$ cat config.mk
export PLATFORM = sky130hd
export DESIGN_NAME = spd_tx_top
export DESIGN_NICKNAME = d
export VERILOG_FILES = /design/src/verilog/spd_tx_top.v /design/src/verilog/spd_sync2.v /design/src/verilog/spd_fifo2.v
export VERILOG_INCLUDE_DIRS = /design/src /design/src/verilog
export SDC_FILE = /design/constraint.sdc
export NUM_CORES = 1
export LEC_CHECK = 0
export BUFFER_PORTS_ARGS = -buffer_cell sky130_fd_sc_hd__buf_2
export CAP_MARGIN = 5
export CORE_ASPECT_RATIO = 2
export CORE_MARGIN = 8
export CORE_UTILIZATION = 50
export CTS_CLUSTER_DIAMETER = 120
export CTS_CLUSTER_SIZE = 16
export DETAILED_ROUTE_END_ITERATION = 6
export PLACE_DENSITY_LB_ADDON = 0.3
export REMOVE_ABC_BUFFERS = 1
export SETUP_SLACK_MARGIN = 0.05
export SYNTH_ARGS = -nofsm -noshare
export SYNTH_HDL_FRONTEND = slang
export SYNTH_SLANG_ARGS = --single-unit
$ cat constraint.sdc
create_clock -name core_clk -period 5 [get_ports core_clk]
set_input_delay 0 -clock core_clk [delete_from_list [all_inputs] [get_ports core_clk]]
set_output_delay 0 -clock core_clk [all_outputs]
set_load 0.01 [all_outputs]
$ cat src/verilog/spd_defines.vh
`ifndef SPD_DEFINES_VH
`define SPD_DEFINES_VH

// register indices; byte address is four times the index
`define SPD_CTRL_IDX      8'h16
`define SPD_STAT_IDX      8'h17
`define SPD_CTRL_ADDR     8'h58
`define SPD_STAT_ADDR     8'h5C
`define SPD_CTRL_RESET    32'h0000_0000

// control word fields
`define SPD_CP_BIT        31
`define SPD_EMP_BIT       30
`define SPD_CLKAC_B28     29
`define SPD_CLKAC_B29     28
`define SPD_WL_LSB        24
`define SPD_SR_B24        23
`define SPD_SR_B25        22
`define SPD_VL_BIT        21
`define SPD_VR_BIT        20
`define SPD_SRC_LSB       16
`define SPD_GEN_BIT       8
`define SPD_SEL_HI_BIT    1
`define SPD_SEL_LO_BIT    0

// stream framing
`define SPD_FRAMES        8'd192
`define SPD_HALF_LAST     6'd63
`define SPD_PRE_HALVES    6'd8
`define SPD_PRE_B         8'hE8
`define SPD_PRE_M         8'hE2
`define SPD_PRE_W         8'hE4
`define SPD_HALF_DIV      16

`endif

$ cat src/verilog/spd_tx_top.v
// Decided for this implementation: the Avalon-MM register port and the register addresses.
`timescale 1ns/100ps
`include "spd_defines.vh"
// channel-status control, biphase transmitter and shared output selector
module spd_tx_top #(
   parameter HALF_DIV = `SPD_HALF_DIV
) (
   input  wire        core_clk,
   input  wire        rst_n,
   input  wire [7:0]  avs_address,
   input  wire        avs_read,
   input  wire        avs_write,
   input  wire [31:0] avs_writedata,
   input  wire [3:0]  avs_byteenable,
   output reg  [31:0] avs_readdata,
   output reg         avs_waitrequest,
   input  wire [23:0] sample_left,
   input  wire [23:0] sample_right,
   input  wire        sample_valid,
   output wire        sample_ready,
   input  wire        spdif_in_pin,
   input  wire        serial_audio_out_two_pin,
   output reg         spdif_tx_line,
   output reg         shared_out_pin
);

   // software view and the copy used by the running block
   reg  [31:0] ctrl_reg;
   reg  [31:0] active_reg;
   // half-cell timing
   reg  [15:0] div_reg;
   reg  [5:0]  half_reg;
   reg         sub_reg;
   reg  [7:0]  frame_reg;
   // line state
   reg         inv_reg;
   reg         par_reg;
   reg  [23:0] cur_l_reg;
   reg  [23:0] cur_r_reg;
   reg         underrun_reg;

   wire        tick;
   wire        frame_end;
   wire        block_end;
   wire [4:0]  slot;
   wire [23:0] sample;
   wire        vbit;
   wire        cbit;
   wire [31:0] sf_word;
   wire        dbit;
   wire [7:0]  pre_pat;
   wire        pre_bit;
   wire [1:0]  sync_pins;
   wire        fifo_valid;
   wire [47:0] fifo_data;
   wire [1:0]  fifo_level;
   wire        bus_req;
   wire        bus_take;
   wire [31:0] stat_word;

   // channel-status bit n of the block from a control word
   function cs_bit;
      input [31:0] c;
      input [7:0]  n;
      begin
         case (n)
            8'd2:    cs_bit = c[`SPD_CP_BIT];
            8'd3:    cs_bit = c[`SPD_EMP_BIT];
            8'd8:    cs_bit = c[15];
            8'd9:    cs_bit = c[14];
            8'd10:   cs_bit = c[13];
            8'd11:   cs_bit = c[12];
            8'd12:   cs_bit = c[11];
            8'd13:   cs_bit = c[10];
            8'd14:   cs_bit = c[9];
            8'd15:   cs_bit = c[`SPD_GEN_BIT];
            8'd16:   cs_bit = c[`SPD_SRC_LSB];
            8'd17:   cs_bit = c[`SPD_SRC_LSB+1];
            8'd18:   cs_bit = c[`SPD_SRC_LSB+2];
            8'd19:   cs_bit = c[`SPD_SRC_LSB+3];
            8'd24:   cs_bit = c[`SPD_SR_B24];
            8'd25:   cs_bit = c[`SPD_SR_B25];
            8'd28:   cs_bit = c[`SPD_CLKAC_B28];
            8'd29:   cs_bit = c[`SPD_CLKAC_B29];
            // zero length field still announces a 24-bit maximum
            8'd32:   cs_bit = c[`SPD_WL_LSB] | (c[27:24] == 4'h0);
            8'd33:   cs_bit = c[`SPD_WL_LSB+1];
            8'd34:   cs_bit = c[`SPD_WL_LSB+2];
            8'd35:   cs_bit = c[`SPD_WL_LSB+3];
            default: cs_bit = 1'b0;
         endcase
      end
   endfunction

   // byte-lane merge for register writes
   function [31:0] be_merge;
      input [31:0] old;
      input [31:0] nw;
      input [3:0]  be;
      integer      i;
      begin
         be_merge = old;
         for (i = 0; i < 4; i = i + 1)
            if (be[i])
               be_merge[i*8 +: 8] = nw[i*8 +: 8];
      end
   endfunction

   // both pins come from outside this clock domain
   spd_sync2 #(
      .WIDTH (2)
   ) u_sync (
      .core_clk (core_clk),
      .rst_n    (rst_n),
      .async_in ({spdif_in_pin, serial_audio_out_two_pin}),
      .sync_out (sync_pins)
   );

   // sample pairs wait here; a full buffer stalls the source
   spd_fifo2 #(
      .WIDTH (48),
      .DEPTH (2)
   ) u_fifo (
      .core_clk  (core_clk),
      .rst_n     (rst_n),
      .in_valid  (sample_valid),
      .in_ready  (sample_ready),
      .in_data   ({sample_left, sample_right}),
      .out_valid (fifo_valid),
      .out_ready (frame_end),
      .out_data  (fifo_data),
      .level     (fifo_level)
   );

   // bus handshake: one wait cycle, then a single-cycle answer
   assign bus_req  = avs_read | avs_write;
   assign bus_take = bus_req & ~avs_waitrequest;
   assign stat_word = {20'h0_0000, underrun_reg, sub_reg, fifo_level, frame_reg};

   always @(posedge core_clk)
   begin
      if (!rst_n)
      begin
         avs_waitrequest <= 1'b1;
         avs_readdata    <= 32'h0000_0000;
         ctrl_reg        <= `SPD_CTRL_RESET;
      end
      else
      begin
         if (bus_req && avs_waitrequest)
         begin
            avs_waitrequest <= 1'b0;
            // unmapped reads answer zero
            if (avs_address == `SPD_CTRL_ADDR)
               avs_readdata <= ctrl_reg;
            else if (avs_address == `SPD_STAT_ADDR)
               avs_readdata <= stat_word;
            else
               avs_readdata <= 32'h0000_0000;
         end
         else
            avs_waitrequest <= 1'b1;
         // write lands at the edge the master sees waitrequest low
         if (bus_take && avs_write && avs_address == `SPD_CTRL_ADDR)
            ctrl_reg <= be_merge(ctrl_reg, avs_writedata, avs_byteenable);
      end
   end

   // half-cell strobe and position counters
   assign tick      = (div_reg == HALF_DIV[15:0] - 16'd1);
   assign frame_end = tick & (half_reg == `SPD_HALF_LAST) & sub_reg;
   assign block_end = frame_end & (frame_reg == `SPD_FRAMES - 8'd1);

   always @(posedge core_clk)
   begin
      if (!rst_n)
      begin
         div_reg   <= 16'h0000;
         half_reg  <= 6'd0;
         sub_reg   <= 1'b0;
         frame_reg <= 8'd0;
      end
      else
      begin
         div_reg <= tick ? 16'h0000 : div_reg + 16'd1;
         if (tick)
         begin
            half_reg <= half_reg + 6'd1;
            if (half_reg == `SPD_HALF_LAST)
               sub_reg <= ~sub_reg;
            if (frame_end)
               frame_reg <= block_end ? 8'd0 : frame_reg + 8'd1;
         end
      end
   end

   // settings swap only between blocks so none is mixed
   always @(posedge core_clk)
   begin
      if (!rst_n)
         active_reg <= `SPD_CTRL_RESET;
      else if (block_end)
         active_reg <= ctrl_reg;
   end

   // next pair enters at the frame edge; empty buffer sends silence
   always @(posedge core_clk)
   begin
      if (!rst_n)
      begin
         cur_l_reg    <= 24'h00_0000;
         cur_r_reg    <= 24'h00_0000;
         underrun_reg <= 1'b0;
      end
      else if (frame_end)
      begin
         cur_l_reg    <= fifo_valid ? fifo_data[47:24] : 24'h00_0000;
         cur_r_reg    <= fifo_valid ? fifo_data[23:0] : 24'h00_0000;
         underrun_reg <= ~fifo_valid;
      end
   end

   // subframe content, slot indexed; parity slot filled on the fly
   assign slot    = half_reg[5:1];
   assign sample  = sub_reg ? cur_r_reg : cur_l_reg;
   assign vbit    = sub_reg ? active_reg[`SPD_VR_BIT] : active_reg[`SPD_VL_BIT];
   assign cbit    = cs_bit(active_reg, frame_reg);
   assign sf_word = {1'b0, cbit, 1'b0, vbit, sample, 4'h0};
   assign dbit    = (slot == 5'd31) ? par_reg : sf_word[slot];

   // block start gets its own preamble on the left subframe
   assign pre_pat = sub_reg ? `SPD_PRE_W :
                    (frame_reg == 8'd0) ? `SPD_PRE_B : `SPD_PRE_M;
   assign pre_bit = pre_pat[3'd7 - half_reg[2:0]];

   // biphase-mark line; preamble follows the level it starts from
   always @(posedge core_clk)
   begin
      if (!rst_n)
      begin
         spdif_tx_line <= 1'b0;
         inv_reg       <= 1'b0;
         par_reg       <= 1'b0;
      end
      else if (tick)
      begin
         if (half_reg < `SPD_PRE_HALVES)
         begin
            par_reg <= 1'b0;
            if (half_reg == 6'd0)
            begin
               inv_reg       <= spdif_tx_line;
               spdif_tx_line <= pre_bit ^ spdif_tx_line;
            end
            else
               spdif_tx_line <= pre_bit ^ inv_reg;
         end
         else if (!half_reg[0])
         begin
            // every cell opens with a transition
            spdif_tx_line <= ~spdif_tx_line;
            if (slot != 5'd31)
               par_reg <= par_reg ^ dbit;
         end
         else if (dbit)
            spdif_tx_line <= ~spdif_tx_line;
      end
   end

   // shared pin: receiver input wins whenever the high select bit is set
   always @(posedge core_clk)
   begin
      if (!rst_n)
         shared_out_pin <= 1'b0;
      else if (ctrl_reg[`SPD_SEL_HI_BIT])
         shared_out_pin <= sync_pins[1];
      else if (ctrl_reg[`SPD_SEL_LO_BIT])
         shared_out_pin <= spdif_tx_line;
      else
         shared_out_pin <= sync_pins[0];
   end

endmodule

$ cat src/verilog/spd_sync2.v
`timescale 1ns/100ps
// two-stage synchroniser for pins from outside the clock domain
module spd_sync2 #(
   parameter WIDTH = 1
) (
   input  wire             core_clk,
   input  wire             rst_n,
   input  wire [WIDTH-1:0] async_in,
   output reg  [WIDTH-1:0] sync_out
);

   reg [WIDTH-1:0] meta_reg;

   // first stage feeds only the second
   always @(posedge core_clk)
   begin
      if (!rst_n)
      begin
         meta_reg <= {WIDTH{1'b0}};
         sync_out <= {WIDTH{1'b0}};
      end
      else
      begin
         meta_reg <= async_in;
         sync_out <= meta_reg;
      end
   end

endmodule

$ cat src/verilog/spd_fifo2.v
`timescale 1ns/100ps
// two-entry buffer; ready and valid come from flops
module spd_fifo2 #(
   parameter WIDTH = 48,
   parameter DEPTH = 2
) (
   input  wire             core_clk,
   input  wire             rst_n,
   input  wire             in_valid,
   output reg              in_ready,
   input  wire [WIDTH-1:0] in_data,
   output reg              out_valid,
   input  wire             out_ready,
   output wire [WIDTH-1:0] out_data,
   output reg  [1:0]       level
);

   reg [WIDTH-1:0] mem_reg [0:DEPTH-1];
   reg             wr_ptr_reg;
   reg             rd_ptr_reg;
   reg [1:0]       level_next;
   wire            push;
   wire            pop;

   assign push     = in_valid & in_ready;
   assign pop      = out_valid & out_ready;
   assign out_data = mem_reg[rd_ptr_reg];

   // occupancy after this edge
   always @*
   begin
      level_next = level;
      if (push && !pop)
         level_next = level + 2'd1;
      else if (pop && !push)
         level_next = level - 2'd1;
   end

   // storage and flags; full holds off the source
   always @(posedge core_clk)
   begin
      if (!rst_n)
      begin
         wr_ptr_reg <= 1'b0;
         rd_ptr_reg <= 1'b0;
         level      <= 2'd0;
         in_ready   <= 1'b1;
         out_valid  <= 1'b0;
      end
      else
      begin
         if (push)
         begin
            mem_reg[wr_ptr_reg] <= in_data;
            wr_ptr_reg          <= ~wr_ptr_reg;
         end
         if (pop)
            rd_ptr_reg <= ~rd_ptr_reg;
         level     <= level_next;
         in_ready  <= (level_next != DEPTH[1:0]);
         out_valid <= (level_next != 2'd0);
      end
   end

endmodule

# Word-level counts from Yosys, hierarchy flattened
# Memories as Yosys holds them, arrays and structs flattened. A register that Yosys moved wholly into a read port is not among the register bits.
# Cells that the tools add are included.
# word_totals
out_inout_bits	36
ff_bits	191
ramBits	96
wordCells	139
inputBits	99
n_memories	1
# classes
n_mux	32
eq_ne	32
add_sub_neg	6
n_lt_le_gt_ge	3
n_reduce_logical	22
bitwise	18
# mem_list
memory	words	word_bits	read_ports	rd_clocked_by_memory_dff	wr	line	source
u_fifo.mem_reg	2	48	1	1	1	spd_fifo2.v:18	reg [WIDTH-1:0] mem_reg [0:DEPTH-1];
# op_table
cell	n
$mux 24	3
$eq 8x4->1 const B	8
$eq 8x5->1 const B	8
$eq 8x6->1 const B	4
$mux 32	1
$pmux 1 s22	1
$mux 1	19
$add 16x1->16 const B	1
$eq 16x4->1 const B	1
$eq 8x2->1 const B	2
$eq 8x7->1 const B	2
$reduce_and 2->1	7
$mux 12	1
$add 8x1->8 const B	1
$eq 8x8->1 const B	1
$logic_not 8->1	1
$mux 4	2
$mux 8	1
$not 1->1	7
$add 6x1->6 const B	1
$and 1x1->1	6
$eq 6x6->1 const B	1
$logic_not 6->1	1
$lt 5x6->1 const B	1
other kinds (21)	32

# Longest topological paths before layout
# logic_depth
depth_word	10
ltp_mapped	13

# Hierarchy
# Synthesis repeated with hierarchy kept, for this count alone.
# unflattened
hier_cells	991
hier_area_um2	11491.0
# modules_own_cells
mod	area_each_um2	cells_per_inst	instances
spd_tx_top	7514.7	799	1
spd_fifo2	3871.2	184	1
spd_sync2	105.1	8	1

# Least setup slack after synthesis
# OpenSTA, ideal clock, no wires.
# synth_timing
path_type	register to register
start	register u_fifo.in_ready
end	memory u_fifo.mem_reg[0][0], enable pin
n_path_buf	0
required_time_ps	4487
period_less_slack_ps	4378
path_stages_with_launch	3
setup_slack_ps	622
arrival_ps	3865
cell_sequence	dfxtp_1 nand2_1 nor3_1
# synth_between
elab_chain_cells	4
# synth_lines
element	line	source
start: declaration	spd_fifo2.v:10	output reg in_ready,
start signal: assignment	spd_fifo2.v:60	in_ready <= (level_next != DEPTH[1:0]);
$and 1x1->1	spd_fifo2.v:25	assign push = in_valid & in_ready;
$mux 1	spd_fifo2.v:52	if (push)
$mux 1	spd_fifo2.v:42	if (!rst_n)
$mux 1 (implied by the code)	spd_fifo2.v:54	mem_reg[wr_ptr_reg] <= in_data;
end: declaration	spd_fifo2.v:18	
# Every way passes these cells.

# Worst setup path after layout
# layout_timing
start	register half_reg[2]
end	register active_reg[22]
# layout_between
elab_chain_cells	4
# layout_lines
element	line	source
start: declaration	spd_tx_top.v:32	reg [5:0] half_reg;
start signal: assignment	spd_tx_top.v:188	half_reg <= half_reg + 6'd1;
$eq 6x6->1 (no source line)	--	
$and 1x1->1 (2 in series)	spd_tx_top.v:171	assign frame_end = tick & (half_reg == `SPD_HALF_LAST) & sub_reg;
$and 1x1->1	spd_tx_top.v:172	assign block_end = frame_end & (frame_reg == `SPD_FRAMES - 8'd1);
end signal: assignment	spd_tx_top.v:201	active_reg <= `SPD_CTRL_RESET;
end signal: assignment	spd_tx_top.v:203	active_reg <= ctrl_reg;
end: declaration	spd_tx_top.v:29	reg [31:0] active_reg;
# Every way passes these cells.
# A chain may end at the register's enable or synchronous reset.

==> impl_metrics.prom <==
# TYPE chip_impl_metric gauge
chip_impl_metric{name="post_synth_mux_area_share",unit="%"} 8.12
chip_impl_metric{name="tightestPinTransition",unit="ns"} 1.14
chip_impl_metric{name="dr.first_iter.drc_count",unit=""} 432
chip_impl_metric{name="area_overhead_of_the_layout_relative_to_synthesis",unit="%"} 23.4
chip_impl_metric{name="worst_ir_drop_on_vdd",unit="uV"} 310
chip_impl_metric{name="comb_power_share",unit="%"} 4.9
chip_impl_metric{name="wirelength",unit="mm"} 25.0
chip_impl_metric{name="rrSetupSlack",unit="ns"} 1.88
chip_impl_metric{name="yosys.area_share.xor_xnor",unit="%"} 2.30
chip_impl_info{name="critical-path-slowest-cell",value="dfxtp_1"} 1
chip_impl_metric{name="achievable-frequency",unit="MHz"} 320
chip_impl_metric{name="switching_power",unit="uW"} 881
chip_impl_info{name="crit_path_frequent_cell",value="and4_1"} 1
chip_impl_metric{name="critPathMaxFanout",unit=""} 24
chip_impl_metric{name="clock_tree.htree_level_count",unit=""} 1
chip_impl_metric{name="async_reset_ff_share",unit="%"} 0
chip_impl_metric{name="floorplan.core_area",unit="mm2"} 0.0219
chip_impl_metric{name="dpl_worst_slack",unit="ns"} 1.90
chip_impl_info{name="critical_path.reg2reg.startpoint",value="half_reg[2]"} 1
chip_impl_info{name="critPathKind",value="register to register"} 1
chip_impl_metric{name="synthesis.area_per_instance",unit="um2"} 10.7
chip_impl_info{name="worstPathCellList",value="and4_1, and4_1, and3_4, and3b_1, nand2_1, a21oi_2"} 1
chip_impl_metric{name="floorplan.initialDensity",unit="%"} 50.5
chip_impl_metric{name="p_int",unit="uW"} 3280
chip_impl_info{name="setup.worst_path.end_class",value="register"} 1
chip_impl_info{name="most-common-layout-cells",value="183 x dfxtp_1, 157 x nand2_1, 134 x buf_2"} 1
chip_impl_metric{name="drt_pass1_iterations",unit=""} 5
chip_impl_metric{name="setup_total_negative_slack",unit="ns"} 0
chip_impl_metric{name="skew",unit="ns"} 0.0228
chip_impl_metric{name="power_frac_seq",unit="%"} 58.1
chip_impl_info{name="setup.worst_path.end",value="active_reg[22]"} 1
chip_impl_metric{name="clockPowerShare",unit="%"} 37.0
chip_impl_metric{name="grt_overflow_total",unit=""} 0
chip_impl_metric{name="setup_violations",unit=""} 0
chip_impl_info{name="crit_path_start",value="half_reg[2]"} 1
chip_impl_metric{name="post_synth_inst_count",unit=""} 1030
chip_impl_metric{name="final_min_period_over_clock_period",unit="%"} 62.4
chip_impl_metric{name="wl_per_cell",unit="um"} 16.3
chip_impl_metric{name="io_buffers",unit=""} 134
chip_impl_metric{name="cts_repair_resize_count",unit=""} 0
chip_impl_metric{name="arrival",unit="ns"} 3.55
chip_impl_metric{name="die_w",unit="um"} 121
chip_impl_metric{name="ys_seq_elements",unit=""} 280
chip_impl_metric{name="reg2reg_depth",unit=""} 6
chip_impl_metric{name="via_count",unit=""} 8269
chip_impl_metric{name="clock_insertion_delay_worst_skew",unit="ns"} 0.52
chip_impl_metric{name="power",unit="uW"} 4160
chip_impl_metric{name="cpPeakStageDelay",unit="ns"} 0.82
chip_impl_metric{name="avgViaCountPerCell",unit=""} 5.39
chip_impl_info{name="timing.rr.end",value="active_reg[22]"} 1
chip_impl_info{name="cts_tree",value="yes"} 1
chip_impl_metric{name="area_share_of_and_or_nand_nor_cells_after_synthesis",unit="%"} 15.2
chip_impl_metric{name="grt_antenna_before_repair",unit=""} 1
chip_impl_metric{name="drt.antenna.violating_nets",unit=""} 0
chip_impl_metric{name="max_slew_margin_vs_limit",unit="%"} 23.6
chip_impl_info{name="largest_family_of_logic_cells_by_synthesized_area",value="simple AND/OR/NAND/NOR gates"} 1
chip_impl_metric{name="drv_slew",unit=""} 0
chip_impl_metric{name="global_route.usage.total",unit="%"} 18.2
chip_impl_metric{name="final_layout_size_suffix_gt1_share",unit="%"} 16.9
chip_impl_metric{name="cts.sinks",unit=""} 280
chip_impl_metric{name="number_of_flip_flops_in_the_largest_register",unit=""} 96
chip_impl_metric{name="layout.cell_area.non_filler",unit="mm2"} 0.0136
chip_impl_metric{name="detail_route.drc_violations",unit=""} 0
chip_impl_metric{name="synth.yosys.seq_area_share",unit="%"} 59.5
chip_impl_metric{name="period_minus_slack",unit="ns"} 3.12
chip_impl_info{name="hold_class",value="input pin to register"} 1
chip_impl_metric{name="synth_compound_gate_area_share",unit="%"} 10.9
chip_impl_metric{name="timing.final.hold_violations",unit=""} 0
chip_impl_metric{name="first_global_vias",unit=""} 8531
chip_impl_metric{name="cts-root-to-sink-buffers",unit=""} 3
chip_impl_metric{name="die-area",unit="mm2"} 0.0274
chip_impl_metric{name="grt_first_pass_wirelength",unit="mm"} 41.0
chip_impl_info{name="grt_setup_unrepaired",value="false"} 1
chip_impl_metric{name="share_of_the_core_filled_with_cells_in_the_final_layout",unit="%"} 62.3
chip_impl_metric{name="ys.warnings.count",unit=""} 0
chip_impl_metric{name="synth-edff-count",unit=""} 96
chip_impl_metric{name="post_synth_fa_ha_maj_area_fraction",unit="%"} 0.794
chip_impl_metric{name="total_leakage_power",unit="uW"} 0.00471
chip_impl_metric{name="grt_max_degree",unit=""} 99
chip_impl_info{name="most_common_cell_after_layout_fill_and_taps_aside",value="dfxtp_1"} 1
chip_impl_info{name="synth_top_flop_cell",value="dfxtp_1"} 1
chip_impl_metric{name="required",unit="ns"} 5.43
chip_impl_info{name="root_buffer",value="clkbuf_16"} 1
chip_impl_metric{name="cts.clk_slew.worst_paths",unit="ns"} 0.07
chip_impl_metric{name="synthesis.area",unit="mm2"} 0.0110
chip_impl_metric{name="layout.nets",unit=""} 1353
chip_impl_metric{name="floorplan.io_pins",unit=""} 135
chip_impl_info{name="worstSetupStartpointType",value="register"} 1
chip_impl_metric{name="postCtsSetupBuffers",unit=""} 0
chip_impl_metric{name="cts_buffers",unit=""} 21
chip_impl_metric{name="hpwlAfterDp",unit="mm"} 15.7
chip_impl_metric{name="switching_share",unit="%"} 21.2
chip_impl_metric{name="yosys.cell_types.count",unit=""} 61
chip_impl_metric{name="std_cell_rows",unit=""} 77
chip_impl_metric{name="floorplan.die.height",unit="um"} 226
chip_impl_metric{name="maxCapViolCount",unit=""} 0
chip_impl_info{name="outcome",value="finished clean"} 1
chip_impl_metric{name="cell_area_power_density",unit="mW/mm2"} 305
chip_impl_metric{name="postLayoutSetupSlackWorst",unit="ns"} 1.88
chip_impl_metric{name="placed_cell_area",unit="mm2"} 0.0119
chip_impl_metric{name="finalWeightedCongestion",unit=""} 0.786
==> how the worst min path moves through the flow <==
stage,to,depth (start not counted),start
CTS,ctrl_reg[12],4,avs_byteenable[1]
global placement,u_fifo.mem_reg[1][11],1,sample_right[11]
floorplan,u_fifo.in_ready,1,rst_n
detailed placement,u_fifo.mem_reg[0][33],1,sample_left[9]
finish,ctrl_reg[10],4,avs_byteenable[1]
global route,u_fifo.wr_ptr_reg,4,sample_valid
==> critical path: cells and delay by family (launching register included) <==
family	cells	cell delay [ns]
flip-flops	1	0.82
AO/OA/AOI/OAI	1	0.17
AND/OR/NAND/NOR	5	2.03
==> cells in the mapped netlist (all sizes together), types with 7 or more instances <==
| master | n | area share, % |
|---|---|---|
| nor2 | 77 | 2.6 |
| o21ai | 62 | 2.8 |
| edfxtp | 96 | 26 |
| nand3 | 52 | 2.4 |
| nor3 | 18 | 0.82 |
| mux4 | 9 | 1.8 |
| and3 | 7 | 0.44 |
| inv | 12 | 0.41 |
| dfxtp | 184 | 33 |
| nand2 | 157 | 5.3 |
| mux2i | 67 | 6.1 |
| clkbuf | 49 | 1.7 |
| nor2b | 8 | 0.45 |
| a22oi | 27 | 1.8 |
| a21oi | 78 | 4.2 |
| ha | 7 | 0.79 |
| xnor2 | 18 | 1.4 |
| buf | 17 | 1.1 |
| xor2 | 11 | 0.87 |
==> timing repair <==
action,CTS,global route
setup endpoints to repair,0,0
hold endpoints to repair,151,0
hold buffers,117,0
==> power groups by stage <==
stage	logic [uW]	clock network (uW)	registers [uW]
after global placement	148	0	2470
final	204	1540	2420
after detailed placement	152	0	2470
after floorplan	66.2	0	2470
after CTS	205	1580	2420
after global routing	223	1650	2420
==> kinds of logic (layout without fill, tap and decap cells) <==
group | Yosys count | in the layout
AND/OR/NAND/NOR | 365 | 365
adder cells (fa/ha/maj) | 7 | 7
buffers and inverters | 78 | 305
other | 0 | 1
AO/OA/AOI/OAI | 193 | 193
flip-flops | 280 | 280
multiplexers | 78 | 78
XOR/XNOR | 29 | 29
==> layer usage <==
metal / track usage, % / wire [um] / vias to the layer above
li1: - / - / 4074
met1: 21.9 / 10500 / 3980
met2: 32.0 / 12900 / 174
met3: 2.68 / 1020 / 41
met4: 6.53 / 600 / 0
met5: 0 / 0 / -
==> layout make-up <==
type	instances	area, um2
Clock inverter	2	17.5
Fill cell	1738	8250
Multi-Input combinational cell	672	4160
Inverter	12	46.3
Clock buffer	31	563
Timing Repair Buffer	260	1910
Antenna cell	1	2.50
Tap cell	276	345
Sequential cell	280	6570
==> through the flow <==
step           hold WS (ns)  cells
4_1_cts              0.0296   1533
6_report             0.0521   1534
2_1_floorplan        0.0762    964
3_5_place_dp          0.193   1383
5_1_grt               0.119   1534
3_3_place_gp          0.187   1383
Note: power is estimated with default switching activity, not from simulation.
